--- src/inc/tlao_regs.vh ---
`ifndef TLAO_REGS_VH
`define TLAO_REGS_VH

// register indices on the plain register port
`define TLAO_ADDR_W 4
`define TLAO_A_LOC_TEMP 4'h0
`define TLAO_A_REM_TEMP 4'h1
`define TLAO_A_STATUS 4'h2
`define TLAO_A_CONFIG 4'h3
`define TLAO_A_LOC_HIGH 4'h4
`define TLAO_A_LOC_LOW 4'h5
`define TLAO_A_REM_HIGH 4'h6
`define TLAO_A_REM_LOW 4'h7
`define TLAO_A_LOC_CRIT 4'h8
`define TLAO_A_REM_CRIT 4'h9
`define TLAO_A_HYST 4'ha
`define TLAO_A_OFFSET 4'hb
`define TLAO_A_IRQ_MASK 4'hc

// status bit positions
`define TLAO_ST_LOC_HIGH 6
`define TLAO_ST_LOC_LOW 5
`define TLAO_ST_REM_HIGH 4
`define TLAO_ST_REM_LOW 3
`define TLAO_ST_OPEN 2
`define TLAO_ST_REM_CRIT 1
`define TLAO_ST_LOC_CRIT 0
`define TLAO_ST_ALARM_MASK 8'h7c

// config bit positions
`define TLAO_CFG_ALARM_MASK 7
`define TLAO_CFG_PIN_SEC 5

// reset values
`define TLAO_RST_HIGH 8'h55
`define TLAO_RST_LOW 8'h00
`define TLAO_RST_CRIT 8'h55
`define TLAO_RST_HYST 8'h0a
`define TLAO_RST_CONFIG 8'h00

// channel numbering
`define TLAO_CH_LOC 1'b0
`define TLAO_CH_REM 1'b1

`endif

--- src/rtl/tlao_offs_add.v ---
`timescale 1ns/1ps
// signed add of the offset with clamping to the 8-bit range
module tlao_offs_add #(
   parameter W = 8
) (
   input wire [W-1:0] raw,
   input wire [W-1:0] offs,
   input wire en,
   output reg [W-1:0] sum
);
   reg [W:0] ext;

   // one extra bit exposes overflow, then clamp
   always @* begin
      ext = {raw[W-1], raw} + ({W+1{en}} & {offs[W-1], offs});
      if (ext[W] != ext[W-1]) begin
         sum = ext[W] ? {1'b1, {W-1{1'b0}}} : {1'b0, {W-1{1'b1}}};
      end else begin
         sum = ext[W-1:0];
      end
   end
endmodule // tlao_offs_add

--- src/rtl/tlao_chan.v ---
`timescale 1ns/1ps
// limit compares for one channel plus the two hysteresis latches
module tlao_chan #(
   parameter W = 8
) (
   input wire ref_clk,
   input wire rst,
   input wire [W-1:0] temp,
   input wire [W-1:0] high_lim,
   input wire [W-1:0] low_lim,
   input wire [W-1:0] crit_lim,
   input wire [W-1:0] hyst,
   output wire high_hit,
   output wire low_hit,
   output reg crit_ff,
   output reg sec_ff
);
   // sign-extend by two bits so limit minus hysteresis cannot wrap
   wire signed [W+1:0] t_s = {{2{temp[W-1]}}, temp};
   wire signed [W+1:0] hi_s = {{2{high_lim[W-1]}}, high_lim};
   wire signed [W+1:0] lo_s = {{2{low_lim[W-1]}}, low_lim};
   wire signed [W+1:0] cr_s = {{2{crit_lim[W-1]}}, crit_lim};
   wire signed [W+1:0] hy_s = {2'b00, hyst};
   reg nxt_crit;
   reg nxt_sec;

   assign high_hit = t_s > hi_s;
   assign low_hit = t_s <= lo_s;

   // assert above limit, release at limit minus hysteresis, else hold
   always @* begin
      nxt_crit = crit_ff;
      nxt_sec = sec_ff;
      if (t_s > cr_s) begin
         nxt_crit = 1'b1;
      end else if (t_s <= cr_s - hy_s) begin
         nxt_crit = 1'b0;
      end
      if (t_s > hi_s) begin
         nxt_sec = 1'b1;
      end else if (t_s <= hi_s - hy_s) begin
         nxt_sec = 1'b0;
      end
   end

   // latch state
   always @(posedge ref_clk or posedge rst) begin
      if (rst) begin
         crit_ff <= 1'b0;
         sec_ff <= 1'b0;
      end else begin
         crit_ff <= nxt_crit;
         sec_ff <= nxt_sec;
      end
   end
endmodule // tlao_chan

--- src/rtl/tlao_top.v ---
// Chosen here: the placing of the registers and strobed register access.
`timescale 1ns/1ps
`include "tlao_regs.vh"
module tlao_top #(
   parameter W = 8
) (
   input wire ref_clk,
   input wire rst,
   input wire [`TLAO_ADDR_W-1:0] reg_addr,
   input wire [W-1:0] reg_wdata,
   input wire reg_wr,
   input wire reg_rd,
   output reg [W-1:0] reg_rdata_ff,
   input wire conv_start,
   input wire open_fault,
   input wire conv_done,
   input wire conv_chan,
   input wire [W-1:0] conv_raw,
   input wire ara_done,
   output reg alert_n_ff,
   output reg critical_out_n_ff,
   output reg irq_ff
);
   // stored results and limits, index 0 local, 1 remote
   reg [W-1:0] temp_ff [0:1];
   reg [W-1:0] high_ff [0:1];
   reg [W-1:0] low_ff [0:1];
   reg [W-1:0] crit_lim_ff [0:1];
   reg [W-1:0] hyst_ff;
   reg [W-1:0] offset_ff;
   reg [W-1:0] config_ff;
   reg [W-1:0] status_ff;
   reg [W-1:0] mask_ff;
   reg open_now_ff;
   reg alarm_ff;
   reg ara_seen_ff;
   reg [W-1:0] nxt_status;
   reg [W-1:0] nxt_rdata;
   reg nxt_alarm;
   reg nxt_ara_seen;
   wire [W-1:0] conv_result;
   wire [1:0] high_hit;
   wire [1:0] low_hit;
   wire [1:0] crit_hit;
   wire [1:0] sec_hit;
   wire alarm_cond;
   wire [W-1:0] event_bits;
   wire wr_status;
   genvar ch;

   // remote results carry the signed offset
   // offset correction
   tlao_offs_add #(
      .W(W)
   ) u_offs (
      .raw(conv_raw),
      .offs(offset_ff),
      .en(conv_chan == `TLAO_CH_REM),
      .sum(conv_result)
   );

   // one compare block per channel, continuously on stored values
   // per-channel critical sources
   generate
      for (ch = 0; ch < 2; ch = ch + 1) begin : g_chan
         tlao_chan #(
            .W(W)
         ) u_chan (
            .ref_clk(ref_clk),
            .rst(rst),
            .temp(temp_ff[ch]),
            .high_lim(high_ff[ch]),
            .low_lim(low_ff[ch]),
            .crit_lim(crit_lim_ff[ch]),
            .hyst(hyst_ff),
            .high_hit(high_hit[ch]),
            .low_hit(low_hit[ch]),
            .crit_ff(crit_hit[ch]),
            .sec_ff(sec_hit[ch])
         );
      end
   endgenerate

   // low limit and open sensor also raise the alarm
   assign alarm_cond = |high_hit | |low_hit | open_now_ff;

   // conditions that feed the sticky status bits
   assign event_bits = {1'b0, high_hit[0], low_hit[0], high_hit[1],
      low_hit[1], open_now_ff, crit_hit[1], crit_hit[0]};

   assign wr_status = reg_wr && (reg_addr == `TLAO_A_STATUS);

   // new results land in the result registers on completion
   // new result triggers compare
   always @(posedge ref_clk or posedge rst) begin
      if (rst) begin
         temp_ff[0] <= 8'h00;
         temp_ff[1] <= 8'h00;
      end else if (conv_done) begin
         temp_ff[conv_chan] <= conv_result;
      end
   end

   // open sensor sampled when a conversion begins
   // open flag capture
   always @(posedge ref_clk or posedge rst) begin
      if (rst) begin
         open_now_ff <= 1'b0;
      end else if (conv_start) begin
         open_now_ff <= open_fault;
      end
   end

   // writable registers
   always @(posedge ref_clk or posedge rst) begin
      if (rst) begin
         high_ff[0] <= `TLAO_RST_HIGH;
         high_ff[1] <= `TLAO_RST_HIGH;
         low_ff[0] <= `TLAO_RST_LOW;
         low_ff[1] <= `TLAO_RST_LOW;
         crit_lim_ff[0] <= `TLAO_RST_CRIT;
         crit_lim_ff[1] <= `TLAO_RST_CRIT;
         hyst_ff <= `TLAO_RST_HYST;
         offset_ff <= 8'h00;
         config_ff <= `TLAO_RST_CONFIG;
         mask_ff <= 8'h00;
      end else if (reg_wr) begin
         case (reg_addr)
            `TLAO_A_LOC_HIGH: high_ff[0] <= reg_wdata;
            `TLAO_A_LOC_LOW: low_ff[0] <= reg_wdata;
            `TLAO_A_REM_HIGH: high_ff[1] <= reg_wdata;
            `TLAO_A_REM_LOW: low_ff[1] <= reg_wdata;
            `TLAO_A_LOC_CRIT: crit_lim_ff[0] <= reg_wdata;
            `TLAO_A_REM_CRIT: crit_lim_ff[1] <= reg_wdata;
            `TLAO_A_HYST: hyst_ff <= reg_wdata;
            `TLAO_A_OFFSET: offset_ff <= reg_wdata;
            `TLAO_A_CONFIG: config_ff <= reg_wdata;
            `TLAO_A_IRQ_MASK: mask_ff <= reg_wdata;
            default: ;
         endcase
      end
   end

   // sticky status, write one clears, a live condition wins
   always @* begin
      nxt_status = status_ff;
      if (wr_status) begin
         nxt_status = nxt_status & ~reg_wdata;
      end
      nxt_status = nxt_status | event_bits;
   end

   // alarm latch with alert response servicing
   always @* begin
      nxt_alarm = alarm_ff;
      nxt_ara_seen = ara_seen_ff;
      if (ara_done && alarm_ff) begin
         nxt_ara_seen = 1'b1;
      end
      if (ara_seen_ff && ~alarm_cond &&
            ((status_ff & `TLAO_ST_ALARM_MASK) == 8'h00)) begin
         nxt_alarm = 1'b0;
         nxt_ara_seen = 1'b0;
      end
      if (alarm_cond && ~config_ff[`TLAO_CFG_ALARM_MASK]) begin
         nxt_alarm = 1'b1;
      end
   end

   // status and alarm state
   always @(posedge ref_clk or posedge rst) begin
      if (rst) begin
         status_ff <= 8'h00;
         alarm_ff <= 1'b0;
         ara_seen_ff <= 1'b0;
      end else begin
         status_ff <= nxt_status;
         alarm_ff <= nxt_alarm;
         ara_seen_ff <= nxt_ara_seen;
      end
   end

   // read mux, data one cycle after the strobe
   always @* begin
      case (reg_addr)
         `TLAO_A_LOC_TEMP: nxt_rdata = temp_ff[0];
         `TLAO_A_REM_TEMP: nxt_rdata = temp_ff[1];
         `TLAO_A_STATUS: nxt_rdata = status_ff;
         `TLAO_A_CONFIG: nxt_rdata = config_ff;
         `TLAO_A_LOC_HIGH: nxt_rdata = high_ff[0];
         `TLAO_A_LOC_LOW: nxt_rdata = low_ff[0];
         `TLAO_A_REM_HIGH: nxt_rdata = high_ff[1];
         `TLAO_A_REM_LOW: nxt_rdata = low_ff[1];
         `TLAO_A_LOC_CRIT: nxt_rdata = crit_lim_ff[0];
         `TLAO_A_REM_CRIT: nxt_rdata = crit_lim_ff[1];
         `TLAO_A_HYST: nxt_rdata = hyst_ff;
         `TLAO_A_OFFSET: nxt_rdata = offset_ff;
         `TLAO_A_IRQ_MASK: nxt_rdata = mask_ff;
         default: nxt_rdata = 8'h00;
      endcase
   end

   always @(posedge ref_clk or posedge rst) begin
      if (rst) begin
         reg_rdata_ff <= 8'h00;
      end else if (reg_rd) begin
         reg_rdata_ff <= nxt_rdata;
      end else begin
         reg_rdata_ff <= 8'h00;
      end
   end

   // pin drivers, all registered; alert and critical active low, irq active high
   always @(posedge ref_clk or posedge rst) begin
      if (rst) begin
         alert_n_ff <= 1'b1;
         critical_out_n_ff <= 1'b1;
         irq_ff <= 1'b0;
      end else begin
         critical_out_n_ff <= ~(|crit_hit);
         if (config_ff[`TLAO_CFG_PIN_SEC]) begin
            alert_n_ff <= ~(|sec_hit);
         end else begin
            alert_n_ff <= ~alarm_ff;
         end
         irq_ff <= |(status_ff & mask_ff);
      end
   end
endmodule // tlao_top

--- config.mk ---
export PLATFORM = sky130hd
export DESIGN_NAME = tlao_top
export DESIGN_NICKNAME = d
export VERILOG_FILES = /design/src/rtl/tlao_offs_add.v /design/src/rtl/tlao_chan.v /design/src/rtl/tlao_top.v
export VERILOG_INCLUDE_DIRS = /design/src /design/src/inc
export SDC_FILE = /design/constraint.sdc
export NUM_CORES = 1
export LEC_CHECK = 0
export BUFFER_PORTS_ARGS = -buffer_cell sky130_fd_sc_hd__buf_4
export CAP_MARGIN = 15
export CORE_MARGIN = 1.5
export CORE_UTILIZATION = 45
export DETAILED_ROUTE_END_ITERATION = 12
export REMOVE_ABC_BUFFERS = 1
export SLEW_MARGIN = 20
export SYNTH_ARGS = -nofsm -noshare
export SYNTH_HDL_FRONTEND = slang
export SYNTH_SLANG_ARGS = --single-unit
--- constraint.sdc ---
create_clock -name ref_clk -period 4.2 [get_ports ref_clk]
set_input_delay 0.63 -clock ref_clk [delete_from_list [all_inputs] [get_ports ref_clk]]
set_output_delay 0.63 -clock ref_clk [all_outputs]
set_load 0.005 [all_outputs]
==> run_results.csv <==
group,metric,value,unit
placement,port_buffers,39,
clock_network,clock-root-buffer,"clkbuf_16",
synth,synth-edff-count,0,
timing,fin_ws,697,ps
global_route,globalRouteTotalUtil,0.279,
timing,maxSlewViolCount,0,
global_route,grt_max_degree,73,
synth,synth_seq_cells,122,
floorplanning,coreArea,20900,um2
synth,ys.warnings.count,0,
final_layout,diodes,0,
power_and_ir_drop,p_per_area,618,nW/um2
final_layout,final_cell_area,10700,um2
clock_network,cts_tree,"built",
synth,async_reset_ff_frac,1.00,
clock_network,worstSkewPairLatency,430,ps
timing,slew_headroom,0.305,
global_route,first_global_vias,7740,
worst_setup_path,end_kind,"register",
detailed_routing,drt_iter0_markers,632,
floorplanning,die_area,22000,um2
timing,holdWs,392,ps
timing,layout_min_cycle_time,3500,ps
clock_network,ctsLongestPathBuffers,2,
worst_setup_path,worstPathArrival,3800,ps
worst_setup_path,cp.required,4500,ps
final_layout,drive_gt1_frac,0.157,
timing,finalClockSkew,9.82,ps
timing,setup_violations,0,
detailed_routing,ant_nets,0,
final_layout,seq_area,3080,um2
power_and_ir_drop,p_leak,4.85,nW
placement,gp_congestion,0.924,
final_layout,area.growth.synth_to_final,12.0,%
detailed_routing,drc,0,
placement,place_hpwl,21900,um
synth,synth_cell_types,79,
worst_setup_path,reg2reg_from,"hyst_ff[1]",
clock_network,clock_sinks,122,
worst_hold_path,whs_path_depth,2,
synth,synthesis.area,9530,um2
detailed_routing,via_per_inst,5.85,
worst_setup_path,start_kind,"register",
timing,hold_viol_final,0,
global_route,grt_pass1_wl,45400,um
clock_network,htree_levels,4,
floorplanning,ioPinCount,40,
synth,synthFlopType,"dfrtp_1",
detailed_routing,via_count,7950,
worst_hold_path,worstHoldPathType,"in -> reg",
floorplanning,rows,53,
detailed_routing,wl_met3,1570,um
timing,tightest_slew,1040,ps
clock_network,cts_setup_buffers,0,
power_and_ir_drop,peakVddDrop,226,uV
worst_setup_path,path_max_fanout,6,
floorplanning,dieWidth,148,um
floorplanning,start_util,0.456,
final_layout,n_fill_cell,1977,
detailed_routing,met1_length,13000,um
timing,max_freq,285,MHz
placement,pre_cts_slack,770,ps
clock_network,ctsHoldBuffers,0,
timing,rsz0062_at_grt,"false",
worst_setup_path,endpoint,"g_chan[1].u_chan.crit_ff",
detailed_routing,highest_layer,"met4",
worst_setup_path,reg2reg_slack,700,ps
synth,ys_seq_area_frac,0.323,
final_layout,multi_input_area,5880,um2
clock_network,cts_resized,0,
detailed_routing,wirelength,29600,um
detailed_routing,wl_per_cell,21.8,um
synth,avgSynthCellArea,9.18,um2
global_route,grt_overflow,0,
status,status,"complete, no violations",
worst_setup_path,worst_r2r_path_depth,12,
placement,dpl_cell_area,10000,um2
worst_setup_path,crit_start,"hyst_ff[1]",
timing,fin_setup_tns,0,ps
synth,netlist_instances,1038,
detailed_routing,wl_met2,13800,um
worst_setup_path,r2r-end,"g_chan[1].u_chan.crit_ff",
job,maxCapViolations,0,
final_layout,nets,1236,
floorplanning,die_h,148,um
timing,min_period_over_period,0.834,
global_route,antenna_found_initial,0,
detailed_routing,first_pass_iters,6,
clock_network,clk_pin_slew,60,ps
clock_network,cts_buffers,17,
worst_setup_path,crit_type,"reg -> reg",
[worst min-delay path by stage]
| stage | slack (ps) | endpoint | startpoint |
|---|---|---|---|
| floorplan | 380 | critical_out_n_ff | g_chan[0].u_chan.crit_ff |
| global placement | 440 | status_ff[2] | open_now_ff |
| detailed placement | 430 | alert_n_ff | alarm_ff |
| CTS | 390 | open_now_ff | conv_start |
| global route | 400 | open_now_ff | conv_start |
| finish | 390 | open_now_ff | conv_start |
[placed cells by master, fill, tap and decap left out, types with 7 or more instances in the layout]
| cell | Yosys | layout |
|---|---|---|
| a221oi_1 | 8 | 8 |
| a21oi_1 | 38 | 38 |
| dfstp_2 | 20 | 20 |
| o22ai_1 | 8 | 8 |
| o21a_1 | 8 | 8 |
| mux2_2 | 30 | 30 |
| o21ai_1 | 14 | 14 |
| a22o_1 | 7 | 7 |
| o21ai_0 | 103 | 103 |
| mux2i_1 | 10 | 10 |
| xnor2_1 | 16 | 16 |
| nand4_1 | 20 | 20 |
| nand2_1 | 112 | 112 |
| ha_1 | 132 | 132 |
| buf_4 | 6 | 45 |
| nand2b_1 | 18 | 18 |
| a22oi_1 | 10 | 10 |
| a211oi_1 | 7 | 7 |
| nand3_1 | 16 | 16 |
| nor2_1 | 38 | 38 |
| xor2_1 | 11 | 11 |
| inv_1 | 100 | 99 |
| nor3_1 | 20 | 20 |
| nor2b_1 | 25 | 25 |
| a31oi_1 | 9 | 9 |
| dfrtp_1 | 102 | 102 |
| clkbuf_16 | 0 | 17 |
| a21o_1 | 20 | 20 |
| and2_1 | 8 | 8 |
[cells by family after synthesis]
kind of cell,share of synthesized area
flops,0.323
fa+ha+maj,0.191
simple gates,0.153
buf+inv,0.0594
xor+xnor,0.0248
compound gates,0.187
mux,0.0625
[worst max-delay path: stages (launching register included)]
cell	delay, ps
dfstp_2	670
inv_1	180
ha_1	300
nor2b_1	120
o21ai_0	220
a21boi_0	130
o21ai_0	240
a21oi_1	140
a22o_1	200
ha_1	310
or4b_2	600
a21oi_1	180
nand3_1	90
[through the flow]
stage,util,total power (W),std cells
floorplan,-,0.00398,1006
global placement,0.480,0.00488,1326
detailed placement,0.480,0.00493,1326
CTS,0.511,0.00658,1358
global route,0.511,0.00710,1358
finish,0.511,0.00659,1358
[where the power goes]
group / switching [W] / internal, W / total, W
Combinational: 0.00170 / 0.00141 / 0.00311
Clock: 0.000616 / 0.00101 / 0.00162
Sequential: 0.000398 / 0.00146 / 0.00186
Total: 0.00271 / 0.00388 / 0.00659
[registers in the layout (all words and copies together), names as in the netlist, 2 cells and up]
name	flops
reg_rdata_ff	8
crit_lim_ff	16
g_chan.u_chan.crit_ff	2
low_ff	16
temp_ff	16
g_chan.u_chan.sec_ff	2
status_ff	8
offset_ff	8
hyst_ff	8
mask_ff	8
high_ff	16
config_ff	8
[layer usage]
| metal | up-vias | global-route usage |
|---|---|---|
| met4 | 0 | 0.122 |
| met3 | 66 | 0.0322 |
| met2 | 264 | 0.457 |
| met1 | 3816 | 0.371 |
| met5 | - | 0 |
| li1 | 3804 | - |
[synth_stat cells (all sizes together) (11+ instances only)]
master | instances | area share
clkbuf | 11 | 0.0043
xnor2 | 16 | 0.015
dfrtp | 102 | 0.27
nor3 | 24 | 0.016
nand2 | 114 | 0.045
nor2 | 41 | 0.017
a21o | 20 | 0.016
ha | 132 | 0.17
buf | 19 | 0.012
nand2b | 18 | 0.012
dfstp | 20 | 0.055
nand4 | 21 | 0.014
inv | 103 | 0.041
a21oi | 40 | 0.022
nand3 | 16 | 0.0084
o21ai | 117 | 0.061
xor2 | 11 | 0.010
mux2 | 32 | 0.038
nor2b | 25 | 0.016
[area by class of cell]
| cell class | instances | share of cell area |
|---|---|---|
| sequential | 122 | 0.288 |
| tap | 275 | 0.0322 |
| inverter | 103 | 0.0365 |
| clock buffer | 17 | 0.0399 |
| clock inverter | 15 | 0.0201 |
| timing repair buffer | 45 | 0.0317 |
| multi-input combinational | 781 | 0.551 |
Power figures use the tool's default switching activity.
